--- config.mk ---
export PLATFORM = sky130hd
export DESIGN_NAME = cmac_mode_ctrl
export DESIGN_NICKNAME = d
export VERILOG_FILES = /design/src/shared/cmac_pkg.sv /design/src/design/cmac_sync.sv /design/src/design/cmac_region_decode.sv /design/src/design/cmac_mode_ctrl.sv
export VERILOG_INCLUDE_DIRS = /design/src /design/src/shared
export SDC_FILE = /design/constraint.sdc
export NUM_CORES = 1
export LEC_CHECK = 0
export CAP_MARGIN = 15
export CELL_PAD_IN_SITES_DETAIL_PLACEMENT = 1
export CELL_PAD_IN_SITES_GLOBAL_PLACEMENT = 2
export CORE_MARGIN = 1
export CORE_UTILIZATION = 33
export DETAILED_ROUTE_END_ITERATION = 7
export DONT_BUFFER_PORTS = 1
export GPL_TIMING_DRIVEN = 0
export HOLD_SLACK_MARGIN = 0.08
export PLACE_DENSITY = 0.75
export SYNTH_ARGS = -nofsm -noshare
export SYNTH_HDL_FRONTEND = slang
export SYNTH_HIERARCHICAL = 1
export SYNTH_SLANG_ARGS = --single-unit
--- constraint.sdc ---
create_clock -name clock -period 3.7 [get_ports clock]
set_clock_uncertainty 0.05 [all_clocks]
set_input_delay 0.185 -clock clock [delete_from_list [all_inputs] [get_ports clock]]
set_output_delay 0.185 -clock clock [all_outputs]
set_load 0.02 [all_outputs]
--- src/shared/cmac_regs.svh ---
`ifndef CMAC_REGS_SVH
`define CMAC_REGS_SVH

// ROM map: application region first, test region on top
`define CMAC_ROM_TEST_BASE 19'h42000
`define CMAC_ROM_SIZE 19'h48000

// EEPROM map: manufacturer area, contactless OS area, application
`define CMAC_EE_MFR_SIZE 19'h00080
`define CMAC_EE_CLOS_ZERO 19'h00000
`define CMAC_EE_CLOS_1K 19'h00400
`define CMAC_EE_CLOS_4K 19'h01000
`define CMAC_EE_SIZE 19'h24000

// RAM map: contactless OS area, general purpose, coprocessor RAM
`define CMAC_RAM_CLOS_ZERO 19'h00000
`define CMAC_RAM_CLOS_SIZE 19'h00080
`define CMAC_RAM_COP_BASE 19'h01400
`define CMAC_RAM_SIZE 19'h01E00

// Special function registers: upper half, top slice open to user mode
`define CMAC_SFR_BASE 19'h00080
`define CMAC_SFR_END 19'h00100
`define CMAC_SFR_USER_BASE 19'h000E0

// Fixed ROM vectors, eight bytes apart
`define CMAC_EXC_VEC_BASE 19'h00000
`define CMAC_IRQ_VEC_BASE 19'h00400
`define CMAC_CONFIG_CALL_VECTOR_BASE 19'h00100
`define CMAC_CONFIG_CALL_VECTOR_SPAN 19'h00040
`define CMAC_SYSTEM_CALL_VECTOR_BASE 19'h00200
`define CMAC_SYSTEM_CALL_VECTOR_SPAN 19'h00100
`define CMAC_VIOL_IDX 5'h1F

// Emulation strap codes
`define CMAC_STRAP_ONE_KBYTE 2'h1
`define CMAC_STRAP_FOUR_KBYTE 2'h2

`endif

--- src/shared/cmac_pkg.sv ---
`include "cmac_regs.svh"

package cmac_pkg;

    typedef enum logic [2:0] {
        cmac_boot,
        cmac_test,
        cmac_contactless_os_mode,
        cmac_system,
        cmac_user
    } cmac_mode_e;

    typedef enum logic [1:0] {
        space_rom,
        space_eeprom,
        space_ram,
        space_sfr
    } cmac_space_e;

    typedef enum logic [1:0] {
        emulation_zero,
        emulation_one_kbyte,
        emulation_four_kbyte
    } cmac_emul_e;

    typedef enum logic [3:0] {
        rgn_none,
        rgn_rom_app,
        rgn_rom_test,
        rgn_ee_mfr,
        rgn_ee_clos,
        rgn_ee_app,
        rgn_ram_clos,
        rgn_ram_gp,
        rgn_ram_cop,
        rgn_sfr_user,
        rgn_sfr_priv
    } cmac_region_e;

    typedef logic [18:0] cmac_addr_t;

    typedef struct packed {
        logic valid;
        logic fetch;
        logic write;
        cmac_space_e space;
        cmac_addr_t addr;
    } cmac_access_s;

    typedef struct packed {
        logic exc;
        logic irq;
        logic [4:0] idx;
    } cmac_event_s;

    typedef struct packed {
        logic valid;
        cmac_addr_t addr;
    } cmac_redirect_s;

    function automatic cmac_addr_t clos_ee_size(cmac_emul_e e);
        unique case (e)
            emulation_zero: clos_ee_size = `CMAC_EE_CLOS_ZERO;
            emulation_one_kbyte: clos_ee_size = `CMAC_EE_CLOS_1K;
            emulation_four_kbyte: clos_ee_size = `CMAC_EE_CLOS_4K;
            default: clos_ee_size = `CMAC_EE_CLOS_4K;
        endcase
    endfunction : clos_ee_size

    function automatic cmac_addr_t clos_ram_size(cmac_emul_e e);
        if (e == emulation_zero) begin
            clos_ram_size = `CMAC_RAM_CLOS_ZERO;
        end else begin
            clos_ram_size = `CMAC_RAM_CLOS_SIZE;
        end
    endfunction : clos_ram_size

endpackage : cmac_pkg

--- src/design/cmac_sync.sv ---
`timescale 1ns/10ps

module cmac_sync #(
    parameter int WIDTH = 1
) (
    input wire logic clock,
    input wire logic reset_n,
    input wire logic [WIDTH-1:0] din,
    output logic [WIDTH-1:0] dout
);
    import cmac_pkg::*;

    logic [WIDTH-1:0] meta_r;

    // First stage feeds only the second stage
    always_ff @(posedge clock) begin
        if (!reset_n) begin
            meta_r <= '0;
            dout <= '0;
        end else begin
            meta_r <= din;
            dout <= meta_r;
        end
    end

endmodule : cmac_sync

--- src/design/cmac_region_decode.sv ---
`timescale 1ns/10ps
`include "cmac_regs.svh"

module cmac_region_decode (
    input cmac_pkg::cmac_access_s acc,
    input cmac_pkg::cmac_emul_e emul,
    output cmac_pkg::cmac_region_e region
);
    import cmac_pkg::*;

    cmac_addr_t ee_clos_end;

    always_comb begin
        ee_clos_end = `CMAC_EE_MFR_SIZE + clos_ee_size(emul);
        region = rgn_none;
        unique case (acc.space)
            space_rom: begin
                if (acc.addr < `CMAC_ROM_TEST_BASE) begin
                    region = rgn_rom_app;
                end else if (acc.addr < `CMAC_ROM_SIZE) begin
                    region = rgn_rom_test;
                end
            end
            space_eeprom: begin
                if (acc.addr < `CMAC_EE_MFR_SIZE) begin
                    region = rgn_ee_mfr;
                end else if (acc.addr < ee_clos_end) begin
                    region = rgn_ee_clos;
                end else if (acc.addr < `CMAC_EE_SIZE) begin
                    region = rgn_ee_app;
                end
            end
            space_ram: begin
                if (acc.addr < clos_ram_size(emul)) begin
                    region = rgn_ram_clos;
                end else if (acc.addr < `CMAC_RAM_COP_BASE) begin
                    region = rgn_ram_gp;
                end else if (acc.addr < `CMAC_RAM_SIZE) begin
                    region = rgn_ram_cop;
                end
            end
            space_sfr: begin
                if (acc.addr >= `CMAC_SFR_USER_BASE &&
                    acc.addr < `CMAC_SFR_END) begin
                    region = rgn_sfr_user;
                end else if (acc.addr >= `CMAC_SFR_BASE &&
                             acc.addr < `CMAC_SFR_USER_BASE) begin
                    region = rgn_sfr_priv;
                end
            end
        endcase
    end

endmodule : cmac_region_decode

--- src/design/cmac_mode_ctrl.sv ---
// Operation
// Five CPU modes; boot, test, contactless OS held in a hidden register.
// Before test lockout, every reset finishes in test mode.
// After test lockout, every reset finishes in system mode.
// Test mode is locked out permanently by hardware after production.
// Every reset starts in boot mode, running the boot firmware.
// System mode reaches everything; user mode only granted SFRs. Code gives system mode only application memory and SFRs.
// Exceptions and interrupts jump to fixed vectors, set vector's mode. Code ignores them in boot and test modes.
// Jump to one of eight config vectors enters contactless OS mode.
// Jump to one of 32 system call vectors enters system mode.
// ROM splits into 264 kB application and 24 kB test region.
// EEPROM keeps 128 B for maker plus 0, 1 or 4 kB.
// RAM gives OS 0 B under C, else 128 B of 7680.
// Test mode may access every memory region.
// Boot and OS modes reach only test ROM and OS areas. Code also grants them maker EEPROM and SFRs.
// Application memory only in system/user; user further gated by MMU.
// Coprocessor reaches only its 2560 B RAM; CPU reaches both parts. Code also grants the coprocessor application EEPROM.
// Coprocessor RAM and EEPROM accesses bypass the MMU check.
// Forbidden CPU access is blocked and raises a system-mode exception. Code raises no exception in test mode.
`timescale 1ns/10ps
`include "cmac_regs.svh"

module cmac_mode_ctrl #(
    parameter logic [31:0] EXC_USER_MASK = 32'h00000000,
    parameter logic [31:0] IRQ_USER_MASK = 32'h00000000
) (
    input wire logic clock,
    input wire logic reset_n,
    input cmac_pkg::cmac_access_s cpu_acc,
    input wire logic cpu_mmu_allow,
    input wire logic sfr_user_grant,
    output logic cpu_grant,
    input wire logic mmu_cfg_wr,
    output logic mmu_cfg_wr_en,
    input cmac_pkg::cmac_access_s copro_acc,
    output logic copro_grant,
    input cmac_pkg::cmac_event_s event_in,
    input wire logic boot_done,
    input wire logic fuse_blown,
    input wire logic fuse_burn_req,
    output logic fuse_burn,
    input wire logic [1:0] emul_strap,
    output cmac_pkg::cmac_mode_e mode,
    output logic super_mode,
    output logic test_locked,
    output cmac_pkg::cmac_redirect_s redirect,
    output logic violation
);
    import cmac_pkg::*;

    cmac_mode_e mode_r;
    cmac_mode_e mode_nxt;
    cmac_emul_e emul_r;
    cmac_redirect_s redirect_r;
    cmac_redirect_s redirect_nxt;
    cmac_region_e cpu_region;
    cmac_region_e copro_region;
    logic test_lock_r;
    logic fuse_burn_r;
    logic violation_r;
    logic fuse_sync;
    logic [1:0] strap_sync;
    logic take_viol;
    logic take_exc;
    logic take_irq;
    logic take_config_call_vector;
    logic take_system_call_vector;
    logic vec_fetch;

    function automatic logic in_table(cmac_addr_t a, cmac_addr_t base,
                                      cmac_addr_t span);
        in_table = (a >= base) && (a < base + span);
    endfunction : in_table

    function automatic logic is_app_mem(cmac_region_e r);
        is_app_mem = (r == rgn_rom_app) || (r == rgn_ee_app) ||
                     (r == rgn_ram_gp) || (r == rgn_ram_cop);
    endfunction : is_app_mem

    function automatic logic allowed(cmac_mode_e m, cmac_region_e r,
                                     logic mmu_ok, logic sfr_ok);
        unique case (m)
            cmac_test: allowed = (r != rgn_none);
            cmac_boot, cmac_contactless_os_mode: begin
                // Firmware modes stay out of application memory
                allowed = (r == rgn_rom_test) || (r == rgn_ee_mfr) ||
                          (r == rgn_ee_clos) || (r == rgn_ram_clos) ||
                          (r == rgn_sfr_user) ||
                          (r == rgn_sfr_priv);
            end
            cmac_system: begin
                allowed = is_app_mem(r) || (r == rgn_sfr_user) ||
                          (r == rgn_sfr_priv);
            end
            cmac_user: begin
                allowed = (is_app_mem(r) && mmu_ok) ||
                          (r == rgn_sfr_user) ||
                          (r == rgn_sfr_priv && sfr_ok);
            end
            // Illegal mode codes grant nothing
            default: allowed = 1'b0;
        endcase
    endfunction : allowed

    cmac_sync #(.WIDTH(3)) u_pin_sync (
        .clock(clock),
        .reset_n(reset_n),
        .din({fuse_blown, emul_strap}),
        .dout({fuse_sync, strap_sync})
    );

    // Two decoders: CPU path and coprocessor path see the same map
    cmac_region_decode u_cpu_decode (
        .acc(cpu_acc),
        .emul(emul_r),
        .region(cpu_region)
    );

    cmac_region_decode u_copro_decode (
        .acc(copro_acc),
        .emul(emul_r),
        .region(copro_region)
    );

    // Strap is taken while the boot firmware runs, then frozen
    always_ff @(posedge clock) begin
        if (!reset_n) begin
            emul_r <= emulation_zero;
        end else if (mode_r == cmac_boot) begin
            unique case (strap_sync) // see R11
                `CMAC_STRAP_ONE_KBYTE: emul_r <= emulation_one_kbyte;
                `CMAC_STRAP_FOUR_KBYTE: emul_r <= emulation_four_kbyte;
                2'h0: emul_r <= emulation_zero;
                default: emul_r <= emulation_four_kbyte;
            endcase
        end
    end

    // Lockout follows the fuse; only test firmware may burn it
    always_ff @(posedge clock) begin
        if (!reset_n) begin
            test_lock_r <= 1'b0;
        end else if (fuse_sync ||
                     (mode_r == cmac_test && fuse_burn_req)) begin
            test_lock_r <= 1'b1;
        end
    end

    always_ff @(posedge clock) begin
        if (!reset_n) begin
            fuse_burn_r <= 1'b0;
        end else begin
            fuse_burn_r <= (mode_r == cmac_test) && fuse_burn_req &&
                           !test_lock_r;
        end
    end

    assign cpu_grant = cpu_acc.valid &&
                       allowed(mode_r, cpu_region, cpu_mmu_allow,
                               sfr_user_grant);

    // No MMU term here: the coprocessor path is not checked by it
    assign copro_grant = copro_acc.valid &&
                         (copro_region == rgn_ram_cop ||
                          copro_region == rgn_ee_app); // see R16

    assign mmu_cfg_wr_en = mmu_cfg_wr && (mode_r == cmac_system);

    // Test mode never violates; anything unmapped there is just ignored
    assign take_viol = cpu_acc.valid && !cpu_grant &&
                       mode_r != cmac_test;
    assign take_exc = event_in.exc && mode_r != cmac_boot &&
                      mode_r != cmac_test;
    assign take_irq = event_in.irq && mode_r != cmac_boot &&
                      mode_r != cmac_test;
    assign vec_fetch = cpu_grant && cpu_acc.fetch &&
                       cpu_acc.space == space_rom;
    assign take_config_call_vector = vec_fetch &&
                       in_table(cpu_acc.addr, `CMAC_CONFIG_CALL_VECTOR_BASE,
                                `CMAC_CONFIG_CALL_VECTOR_SPAN);
    assign take_system_call_vector = vec_fetch &&
                       in_table(cpu_acc.addr, `CMAC_SYSTEM_CALL_VECTOR_BASE,
                                `CMAC_SYSTEM_CALL_VECTOR_SPAN);

    always_comb begin
        mode_nxt = mode_r;
        redirect_nxt = '0;
        if (take_viol) begin
            mode_nxt = cmac_system;
            redirect_nxt.valid = 1'b1;
            redirect_nxt.addr = `CMAC_EXC_VEC_BASE +
                                {11'h000, `CMAC_VIOL_IDX, 3'h0};
        end else if (take_exc) begin
            mode_nxt = EXC_USER_MASK[event_in.idx] ? cmac_user :
                       cmac_system;
            redirect_nxt.valid = 1'b1;
            redirect_nxt.addr = `CMAC_EXC_VEC_BASE +
                                {11'h000, event_in.idx, 3'h0};
        end else if (take_irq) begin
            mode_nxt = IRQ_USER_MASK[event_in.idx] ? cmac_user :
                       cmac_system;
            redirect_nxt.valid = 1'b1;
            redirect_nxt.addr = `CMAC_IRQ_VEC_BASE +
                                {11'h000, event_in.idx, 3'h0};
        end else if (take_config_call_vector) begin
            mode_nxt = cmac_contactless_os_mode;
        end else if (take_system_call_vector) begin
            mode_nxt = cmac_system;
        end else if (mode_r == cmac_boot && boot_done) begin
            mode_nxt = test_lock_r ? cmac_system :
                       cmac_test; // see R2
        end
    end

    // Mode lives only here; no software write path reaches it
    always_ff @(posedge clock) begin
        if (!reset_n) begin
            mode_r <= cmac_boot; // see R5
        end else begin
            mode_r <= mode_nxt;
        end
    end

    always_ff @(posedge clock) begin
        if (!reset_n) begin
            redirect_r <= '0;
            violation_r <= 1'b0;
        end else begin
            redirect_r <= redirect_nxt;
            violation_r <= take_viol;
        end
    end

    assign mode = mode_r;
    assign super_mode = (mode_r == cmac_boot) || (mode_r == cmac_test) ||
                        (mode_r == cmac_contactless_os_mode);
    assign test_locked = test_lock_r;
    assign redirect = redirect_r;
    assign violation = violation_r;
    assign fuse_burn = fuse_burn_r;
endmodule : cmac_mode_ctrl

# Word level (Yosys, flattened, before mapping)
# Memory sizes are Yosys's and may differ from the RTL's.
# Cells that the tools add are included.
dict set report op_classes {
  n_addsub 2
  n_reduce_logical 54
  bitwise_logic 2
  eq_ne 25
  muxes 40
  order_cmp 29
}
# operator n
set op_table {}
lappend op_table {{$ge 19x8->1 const B} 4}
lappend op_table {{$lt 19x13->1 const B} 4}
lappend op_table {{$lt 19x19->1} 4}
lappend op_table {{$lt 19x19->1 const B} 4}
lappend op_table {{$lt 19x8->1 const B} 4}
lappend op_table {{$mux 4} 16}
lappend op_table {{$mux 20} 3}
lappend op_table {{$lt 19x9->1 const B} 3}
lappend op_table {{$lt 19x18->1 const B} 2}
lappend op_table {{$mux 19} 2}
lappend op_table {{$pmux 4 s4} 2}
lappend op_table {{$pmux 13 s2} 1}
lappend op_table {{$logic_and 1x1->1} 24}
lappend op_table {{$mux 3} 8}
lappend op_table {{$eq 4x3->1 const B} 5}
lappend op_table {{$ge 19x10->1 const B} 1}
lappend op_table {{$ge 19x9->1 const B} 1}
lappend op_table {{$lt 19x10->1 const B} 1}
lappend op_table {{$eq 4x4->1 const B} 4}
lappend op_table {{$logic_or 1x1->1} 16}
lappend op_table {{$add 8x13->14 const A} 1}
lappend op_table {{$add 11x8->12 const A} 1}
lappend op_table {{$eq 2x1->1 const B} 4}
lappend op_table {{$eq 2x2->1 const B} 4}
lappend op_table {{other kinds (22)} 33}
dict set report totals {
  mem_bits_ro 32
  word_cells 164
  reg_bits 34
  input_bits 65
  output_inout_bits 30
  n_memories 1
}
# name words width read_ports rd_clocked_by_memory_dff write_ports line
set mem_list {}
lappend mem_list {{(name not given)} 32 1 1 0 0 cmac_mode_ctrl.sv:200} ;# mode_nxt = IRQ_USER_MASK[event_in.idx] ? cmac_user :

# Longest topological paths before layout
# Gate-level depths: netlist (run 1).
dict set report logic_depth {
  ltp_word 24
  depth_mapped 13
  depth_no_buf 12
}

# Cells and area by module
# Netlist (run 1), hierarchy kept.
# mod seq_area_each_um2 cells_each area_per_inst_um2 instances
set modules_own_cells {}
lappend modules_own_cells {cmac_mode_ctrl 280.3 109 909.6 1}
lappend modules_own_cells {{cmac_region_decode (u_copro_decode)} 0.0 46 306.5 1}
lappend modules_own_cells {{cmac_region_decode (u_cpu_decode)} 0.0 43 290.3 1}
lappend modules_own_cells {cmac_sync 120.1 12 157.7 1}

# Worst setup path before layout (run 1)
# No wires, ideal clock.
dict set report synth_path {
  kind {reg2reg}
  from {register emul_r[1]}
  to {register mode_r[0], in the netlist mode[0]}
  n_path_buf 1
  path_stages_with_launch 13
  arrival_time_ns 2.909
  setup_time_ns 0.116
  synth_period_minus_slack_ns 3.075
  t_required_ns 3.534
  path_slack_ns 0.625
  path_cell_list {dfxtp_1 > inv_1 > ha_1 > o21a_2 > a311oi_2 > a31oi_1 > or4b_1 > buf_2 > and2_1 > a221oi_2 > a311oi_1 > a221o_1 > a31o_1}
}
dict set report synth_between {
  elab_chain_cells 24
  word_cells_on_any_way 52
  cone_classes {add/sub: 1; order compare: 2; eq/ne: 11; mux: 13; reduce/logical: 25}
}
# item line
set synth_rtl {}
lappend synth_rtl {{start: declaration} cmac_mode_ctrl.sv:53} ;# cmac_emul_e emul_r;
lappend synth_rtl {{start signal: assignment} cmac_mode_ctrl.sv:128} ;# emul_r <= emulation_zero;
lappend synth_rtl {{start signal: assignment} cmac_mode_ctrl.sv:131} ;# `CMAC_STRAP_ONE_KBYTE: emul_r <= emulation_one_kbyte;
lappend synth_rtl {{start signal: assignment} cmac_mode_ctrl.sv:132} ;# `CMAC_STRAP_FOUR_KBYTE: emul_r <= emulation_four_kbyte;
lappend synth_rtl {{$eq 2x1->1 or $logic_not 2->1 (tied branches)} {cmac_pkg.sv:62, cmac_pkg.sv:71}}
lappend synth_rtl {{$pmux 13 s2} cmac_pkg.sv:62} ;# unique case (e)
lappend synth_rtl {{$add 8x13->14 (no source line)} --}
lappend synth_rtl {{$lt 19x19->1} cmac_region_decode.sv:27} ;# end else if (acc.addr < ee_clos_end) begin
lappend synth_rtl {{$mux 4} cmac_region_decode.sv:27}
lappend synth_rtl {{$mux 4} cmac_region_decode.sv:25} ;# if (acc.addr < `CMAC_EE_MFR_SIZE) begin
lappend synth_rtl {{$pmux 4 s4 (*)} cmac_region_decode.sv:16} ;# unique case (acc.space)
lappend synth_rtl {{via cpu_region[0]} cmac_mode_ctrl.sv:56} ;# cmac_region_e cpu_region;
lappend synth_rtl {{[8 not listed]} --}
lappend synth_rtl {{$logic_and 1x1->1 (*)} cmac_mode_ctrl.sv:158} ;# assign cpu_grant = cpu_acc.valid &&
lappend synth_rtl {{$logic_and 1x1->1 (2 in series)} cmac_mode_ctrl.sv:176} ;# assign vec_fetch = cpu_grant && cpu_acc.fetch &&
lappend synth_rtl {{$logic_and 1x1->1} cmac_mode_ctrl.sv:181} ;# assign take_system_call_vector = vec_fetch &&
lappend synth_rtl {{$mux 3} cmac_mode_ctrl.sv:207} ;# end else if (take_system_call_vector) begin
lappend synth_rtl {{$mux 3} cmac_mode_ctrl.sv:205} ;# end else if (take_config_call_vector) begin
lappend synth_rtl {{$mux 3} cmac_mode_ctrl.sv:199} ;# end else if (take_irq) begin
lappend synth_rtl {{$mux 3} cmac_mode_ctrl.sv:193} ;# end else if (take_exc) begin
lappend synth_rtl {{$mux 2} cmac_mode_ctrl.sv:188} ;# if (take_viol) begin
lappend synth_rtl {{end signal: assignment} cmac_mode_ctrl.sv:218} ;# mode_r <= cmac_boot;
lappend synth_rtl {{end signal: assignment} cmac_mode_ctrl.sv:220} ;# mode_r <= mode_nxt;
lappend synth_rtl {{end: declaration} cmac_mode_ctrl.sv:51} ;# cmac_mode_e mode_r;
# Mark *: on every way through the listed nets, which the timed path passes. The rest lies on a longest branch. The select of a mux whose other input is x is not followed.
# A chain may end at the register's enable or synchronous reset.

# Worst setup path after layout (run 1)
# Ends and elaborated chain as after synthesis.

==> reports/results.md, run 1 <==
| Quantity | Value | Unit |
|:---|:---|:---|
| Run status | finished, final reports clean | - |
| Clock network power share | 28.0 | % |
| Netlist area before placement | 0.00166 | sq mm |
| Cell-internal power | 0.000393 | W |
| Detailed Place HPWL | 3.63 | mm |
| RD Place Congestion | 0.802 | - |
| First-iteration detailed-routing DRC count | 52 | - |
| Standard-cell row count | 25 | - |
| Area inside the core boundary | 0.00479 | sq mm |
| Number of violations of the max-capacitance limit | 0 | - |
| Fmax | 292 | MHz |
| Crit Path Category | reg -> reg | - |
| Overall die area | 0.00533 | sq mm |
| Unrepaired setup endpoints after global routing | no | - |
| Synth-to-layout area growth | 18.5 | % |
| Final count of pins violating max slew | 0 | - |
| Clock period minus worst slack | 3.43 | ns |
| CP max stage cell | or4b_1 | - |
| Kind of path behind the tightest hold check | in -> reg | - |
| Transition at the pin with the smallest max-transition slack | 0.670 | ns |
| Initial core utilization | 34.8 | % |
| Net Sw Power | 0.000172 | W |
| Die boundary width | 73.0 | um |
| Final Setup Violations | 0 | - |
| Total of cells resized after clock tree synthesis | 0 | - |
| Synthesized area per cell | 7.92 | sq um |
| Later-pin clock latency in the skew report | 0.25 | ns |
| Total Nets Final | 309 | - |
| Type of element capturing the critical path | register | - |
| Pin count of the biggest net entering global routing | 15 | - |
| Placed Area | 0.00180 | sq mm |
| Number of port buffers | 0 | - |
| Portion of total power attributed to combinational logic | 26.2 | % |
| Top cells by area, synth | dfxtp_1 24%, buf_4 6.3%, nor2_1 3.8%, a21oi_1 3.6%, and2_1 3.4% | - |
| Share of final-layout standard cells stronger than drive strength 1 | 15.1 | % |
| Post-route clock period utilization | 92.6 | % |
| Main flop type after synthesis | dfxtp_1 | - |
| Post-route cell area | 0.00197 | sq mm |
| Yosys cell types | 66 | - |
| Relative max-transition margin | 55.2 | % |
| Vertical die dimension | 73.0 | um |
| Setup TNS | 0 | ns |
| Vias per cell | 5.39 | - |
| Synth area leader | dfxtp_1 | - |
| Aggregate routed wire length | 4.72 | mm |
| Fraction of synthesized cell area taken by the top area cell type | 24.1 | % |
| Overall global routing resource usage | 17.7 | % |
| Seq/Total Area, Yosys | 24.1 | % |
| Post-CTS clock slew at the launch and capture registers of the worst setup and hold paths | 0.07 | ns |
| Post-route DRC | 0 | - |
| Maximum fanout encountered on the critical timing path | 10 | - |
| Master cell of the clock root buffer | clkbuf_8 | - |
| Buffers and inverters on the worst path | 2 | - |
| Crit-path leading delay family | compound AO/OA/AOI/OAI gates | - |
| Number of antenna repair diodes | 0 | - |
| Total I/O pin count | 95 | - |
| Clock tree sinks | 20 | - |
| Worst path required time | 3.79 | ns |
| Sw frac | 30.4 | % |
| Delay of the slowest cell on the worst path | 0.53 | ns |
| Sequential share of power | 45.8 | % |
| Global-route congestion overflow total | 0 | - |
| Power per cell area | 286 | mW/mm^2 |
| Hold Fails Final Rpt | 0 | - |
| Count of flip-flops with a built-in enable after synthesis | 0 | - |
| CTS HTree Levels | 1 | - |
| CTS tree | yes | - |
| Count of fill cells added during filler insertion | 585 | - |
| Max Root-Sink Buffers | 2 | - |
| Wire length of the first global-routing pass | 7.40 | mm |
| Yosys warning count | 6 | - |
| Worst Path Arrival | 3.52 | ns |
| Leakage power | 0.748 | nW |
| Cell breakdown of the critical path | inv_1 -> ha_1 -> o21a_2 -> a311oi_2 -> a31oi_1 -> or4b_1 -> buf_2 -> and2_1 -> a221oi_2 -> a311oi_1 -> a221o_1 -> a31o_1 | - |
| TritonCTS buffer count | 3 | - |
| Via count of the first global-routing pass | 1637 | - |
| Flip-flop and latch count after synthesis | 20 | - |
| IR drop worst, VDD | 0.238 | mV |
| Routed via count | 1649 | - |
| Initial antenna violation count | 0 | - |
| CP startpoint kind | register | - |
| Number of nets with antenna violations after routing | 0 | - |
| 1st-pass router iterations | 4 | - |
| Number of standard cells after synthesis | 210 | - |
| Routed length per placed instance | 15.4 | um |
| Async SR Flop Fraction | 0 | % |
==> stage by stage <==
stage	cells	utilization (%)	hold WS, ns	setup WS (ns)	power [W]
after floorplan	223	-	0.211	0.625	0.000372
after global placement	290	37.5	0.213	0.390	0.000392
after detailed placement	290	37.5	0.217	0.274	0.000397
after CTS	306	41.2	0.113	0.252	0.000566
after global routing	306	41.2	0.113	0.0436	0.000601
final	306	41.2	0.121	0.272	0.000565
==> state kept, by name (all words and copies together) (netlist names) <==
name               cells
emul_r                 2
test_locked            1
u_pin_sync/meta_r      3
mode                   2
redirect               7
violation              1
u_pin_sync/dout        3
fuse_burn              1
==> power by group through the flow <==
stage	clock, W	combinational (W)	sequential [W]
after floorplan	0	0.000113	0.000259
after global placement	0	0.000129	0.000263
after detailed placement	0	0.000135	0.000263
after CTS	0.000161	0.000147	0.000258
after global routing	0.000177	0.000163	0.000260
final	0.000158	0.000148	0.000259
==> final timing paths <==
kind | from | endpoint | slack, ns | cells after the start
setup / recovery | emul_r[1]$_SDFFE_PN0P_ | mode[0]$_SDFFE_PN0P_ | 0.27 | 12
hold / removal | reset_n | redirect[19]$_SDFF_PN0_ | 0.12 | 1
setup reg to reg | emul_r[1]$_SDFFE_PN0P_ | mode[0]$_SDFFE_PN0P_ | 0.27 | 12
hold reg to reg | u_pin_sync/meta_r[1]$_SDFF_PN0_ | u_pin_sync/dout[1]$_SDFF_PN0_ | 0.38 | 1
==> placed cells by master, fill, tap and decap left out, drive strengths merged, types with 3 or more instances in the layout <==
cell type,count
o31ai,3
nand3,9
a21oi,12
clkbuf,6
dfxtp,20
nor4,6
o21a,7
and2,9
or2,3
nor3,13
nand3b,5
ha,4
nor2b,4
o21ai,7
conb,14
nor3b,3
or3,3
inv,7
nor2,17
buf,18
nand2,11
nand4b,3
dlygate4sd3,12
nand2b,4
==> logic make-up after synthesis <==
| group | synth area share, % |
|---|---|
| DFF | 24.1 |
| adders and majority gates | 3.01 |
| other | 0.225 |
| and+or+nand+nor | 37.8 |
| AOI/OAI and AO/OA | 24.4 |
| muxes | 0.602 |
| buffers and inverters | 9.92 |
==> layer usage <==
metal	wire length [um]	part of all wire (%)	GRT usage (%)
met3	340	7.2	3.45
met5	0	0	0
met4	15	0.32	2.61
met1	2100	45	22.5
met2	2260	48	31.4
==> final cells by class <==
type / instances / area (sq um) / area share, %
well taps: 67 / 83.8 / 4.25
repair buffers: 12 / 120 / 6.09
clock buffers: 4 / 55.1 / 2.79
inverters: 7 / 26.3 / 1.33
multi-input cells: 176 / 1150 / 58.2
flip-flops and latches: 20 / 400 / 20.3
plain buffers: 20 / 139 / 7.04
==> what timing repair did <==
item,in CTS,in global routing
hold buffers,12,0
buffers inserted,0,0
endpoints found under the hold margin,19,0
==> synthesized netlist by cell type (all sizes together) (3+ instances only) <==
master / instances
a21oi: 12
and2: 9
buf: 18
dfxtp: 20
ha: 4
inv: 7
nand2: 11
nand2b: 4
nand3: 9
nand3b: 5
nand4b: 3
nor2: 17
nor2b: 4
nor3: 13
nor3b: 3
nor4: 6
o21a: 7
o21ai: 7
o31ai: 3
or2: 3
or3: 3
(Power assumes the default switching activity.)
==> run 2, diff against run 1 <==
--- a/config.mk
+++ b/config.mk
@@ -10,12 +10,12 @@
 export CELL_PAD_IN_SITES_DETAIL_PLACEMENT = 1
 export CELL_PAD_IN_SITES_GLOBAL_PLACEMENT = 2
 export CORE_MARGIN = 1
-export CORE_UTILIZATION = 33
+export CORE_UTILIZATION = 35
 export DETAILED_ROUTE_END_ITERATION = 7
 export DONT_BUFFER_PORTS = 1
 export GPL_TIMING_DRIVEN = 0
 export HOLD_SLACK_MARGIN = 0.08
-export PLACE_DENSITY = 0.75
+export PLACE_DENSITY = 0.79
 export SYNTH_ARGS = -nofsm -noshare
 export SYNTH_HDL_FRONTEND = slang
 export SYNTH_HIERARCHICAL = 1
==> constraint.sdc (replaced) <==
create_clock -name clock -period 4.41 [get_ports clock]
set_clock_uncertainty 0.05 [all_clocks]
set_input_delay 0.2205 -clock clock [delete_from_list [all_inputs] [get_ports clock]]
set_output_delay 0.2205 -clock clock [all_outputs]
set_load 0.02 [all_outputs]
==> run 2 against run 1 <==
Effect of this change: the flow now finishes with violations (DRC); die area down 5.6%; final cell count down 5.2%; non-clock buffer count down 1; core utilization up 2.2 points; first-iteration DRC count up 63%; power down 15%; via count up 1.1%; combinational power down 18%; worst hold slack worse by 0.021 ns; setup slack better by 0.26 ns; sequential power down 16%; wire length up 2.4%.
==> reports/results.md, run 2 (synthesis gave the netlist of run 1 again) <==
| Quantity | Value | Unit |
|:---|:---|:---|
| Number of nets with antenna violations after routing | 0 | - |
| Transition at the pin with the smallest max-transition slack | 0.684 | ns |
| Final Setup Violations | 0 | - |
| CTS HTree Levels | 1 | - |
| Type of element capturing the critical path | register | - |
| Aggregate routed wire length | 4.83 | mm |
| Most used cells in the layout excluding fill and tap cells | 20 x dfxtp_1, 17 x nor2_1, 14 x buf_4, 14 x conb_1, 12 x a21oi_1 | - |
| Number of violations of the max-capacitance limit | 0 | - |
| Via count of the first global-routing pass | 1767 | - |
| Unrepaired setup endpoints after global routing | no | - |
| Pin count of the biggest net entering global routing | 13 | - |
| Detailed Place HPWL | 3.77 | mm |
| Wire length of the first global-routing pass | 8.06 | mm |
| Total Nets Final | 308 | - |
| Number of port buffers | 0 | - |
| Kind of path behind the tightest hold check | in -> reg | - |
| Post-route DRC | 6 | - |
| Leading cell type in the layout, fill and taps excluded | dfxtp_1 | - |
| Grt met3 use | 3.70 | % |
| Global-route congestion overflow total | 0 | - |
| Cell-internal power | 0.000329 | W |
| CP startpoint kind | register | - |
| Buffers and inverters on the worst path | 3 | - |
| Final WS setup | 0.531 | ns |
| Final count of pins violating max slew | 0 | - |
| Number of antenna repair diodes | 0 | - |
| Overall global routing resource usage | 19.4 | % |
| Share of final-layout standard cells stronger than drive strength 1 | 15.1 | % |
| Vias per cell | 5.75 | - |
| Routed length per placed instance | 16.7 | um |
| Violations in the final reports | DRC | - |
| Initial antenna violation count | 0 | - |
| Max Root-Sink Buffers | 2 | - |
| Crit Path Category | reg -> reg | - |
| Standard-cell row count | 24 | - |
| Clock period minus worst slack | 3.88 | ns |
| CTS tree | yes | - |
| Clock network power share | 29.1 | % |
| 1st-pass router iterations | 6 | - |
| Maximum fanout encountered on the critical timing path | 10 | - |
| Initial core utilization | 37.2 | % |
| Synth-to-layout area growth | 16.8 | % |
| Post-route clock period utilization | 88.0 | % |
| Hold Fails Final Rpt | 0 | - |
| IR drop worst, VDD | 0.214 | mV |
| Later-pin clock latency in the skew report | 0.26 | ns |
| Routed via count | 1667 | - |
| Overall die area | 0.00503 | sq mm |
| Die boundary width | 71.0 | um |
| Fmax | 258 | MHz |
| First-iteration detailed-routing DRC count | 85 | - |
| RD Place Congestion | 0.736 | - |
| Number of flip-flops under the largest register name | 7 | - |
| TritonCTS buffer count | 3 | - |
| Crit-path leading delay family | simple AND/OR/NAND/NOR gates | - |
| Busiest layer in global routing | met2 | - |
| Met2 track demand over resource in global routing | 35.6 | % |
| Relative max-transition margin | 54.3 | % |
| Post-CTS clock slew at the launch and capture registers of the worst setup and hold paths | 0.07 | ns |
| Global Route met1 Usage | 23.9 | % |
| Count of fill cells added during filler insertion | 548 | - |
| Worst Path Arrival | 3.98 | ns |
| Sequential share of power | 45.3 | % |
| Delay of the slowest cell on the worst path | 0.58 | ns |
| Power per cell area | 246 | mW/mm^2 |
| Area inside the core boundary | 0.00447 | sq mm |
| Min Hold Slack | 0.101 | ns |
| Total of cells resized after clock tree synthesis | 0 | - |
| Total I/O pin count | 95 | - |
| Run status | finished with violations | - |
| Leakage power | 0.745 | nW |
| Master cell of the clock root buffer | clkbuf_8 | - |
| Worst Setup Slack post-DPL | 0.899 | ns |
| Sw frac | 31.2 | % |
| Net Sw Power | 0.000149 | W |
| Cell breakdown of the critical path | inv_1 -> ha_1 -> o21a_2 -> a311oi_2 -> a31oi_1 -> or4b_1 -> buf_2 -> and2_1 -> a221oi_2 -> nand3_1 -> nor3_2 -> nor4_1 -> dlygate4sd3_1 | - |
| Clock tree sinks | 20 | - |
| CP max stage cell | dlygate4sd3_1 | - |
| Portion of total power attributed to combinational logic | 25.6 | % |
| Vertical die dimension | 71.0 | um |
| Worst path required time | 4.51 | ns |
| Setup TNS | 0 | ns |
==> run 2: cell count changes in the layout (fill, tap and decap cells not counted), sizes merged <==
cell / previous run / this run
dlygate4sd3: 12 / 11
==> run 2: timing repair <==
action | CTS | global route
hold endpoints to repair | 18 | 0
buffers inserted | 0 | 0
hold buffers | 11 | 0
==> run 2: power by group through the flow <==
stage	Clock [W]	Sequential (W)	Combinational, W
global placement	0	0.000221	0.000107
floorplan	0	0.000217	0.0000947
finish	0.000139	0.000217	0.000122
global route	0.000149	0.000218	0.000135
detailed placement	0	0.000221	0.000113
CTS	0.000139	0.000217	0.000121
==> run 2: final timing paths <==
check	start	endpoint	slack, ns	cells after the start
worst max-delay path	emul_r[1]$_SDFFE_PN0P_	redirect[10]$_SDFF_PP0_	0.53	13
worst min-delay path	fuse_burn_req	fuse_burn$_SDFF_PN0_	0.10	1
worst max register to register	emul_r[1]$_SDFFE_PN0P_	redirect[10]$_SDFF_PP0_	0.53	13
worst min register to register	u_pin_sync/meta_r[0]$_SDFF_PN0_	u_pin_sync/dout[0]$_SDFF_PN0_	0.39	1
==> run 2: area by class of cell <==
| cell class | count | area (sq um) | area share (%) |
|---|---|---|---|
| multi-input cells | 176 | 1150 | 59.0 |
| flip-flops and latches | 20 | 400 | 20.6 |
| plain buffers | 20 | 139 | 7.15 |
| repair buffers | 11 | 110 | 5.67 |
| well taps | 52 | 65.1 | 3.35 |
| clock buffers | 4 | 55.1 | 2.83 |
| inverters | 7 | 26.3 | 1.35 |
==> run 2: per-stage QoR <==
step | total power (W) | utilization, % | area, sq um | std cells
3_3_place_gp | 0.000328 | 39.7 | 1780 | 275
6_report | 0.000478 | 43.4 | 1940 | 290
2_1_floorplan | 0.000312 | - | 1710 | 223
3_5_place_dp | 0.000333 | 39.7 | 1780 | 275
5_1_grt | 0.000502 | 43.4 | 1940 | 290
4_1_cts | 0.000477 | 43.4 | 1940 | 290
==> run 2: routing by layer <==
metal	vias up	wire length, um
met3	5	367
li1	816	-
met5	-	0
met4	0	30
met1	774	2140
met2	72	2300
==> run 2: worst register-to-register path, stage by stage, from the launching register on <==
cell           delay, ns
dfxtp_1             0.41
inv_1               0.08
ha_1                0.31
o21a_2              0.13
a311oi_2            0.26
a31oi_1             0.11
or4b_1              0.53
buf_2               0.18
and2_1              0.19
a221oi_2            0.31
nand3_1             0.13
nor3_2              0.41
nor4_1              0.09
dlygate4sd3_1       0.58
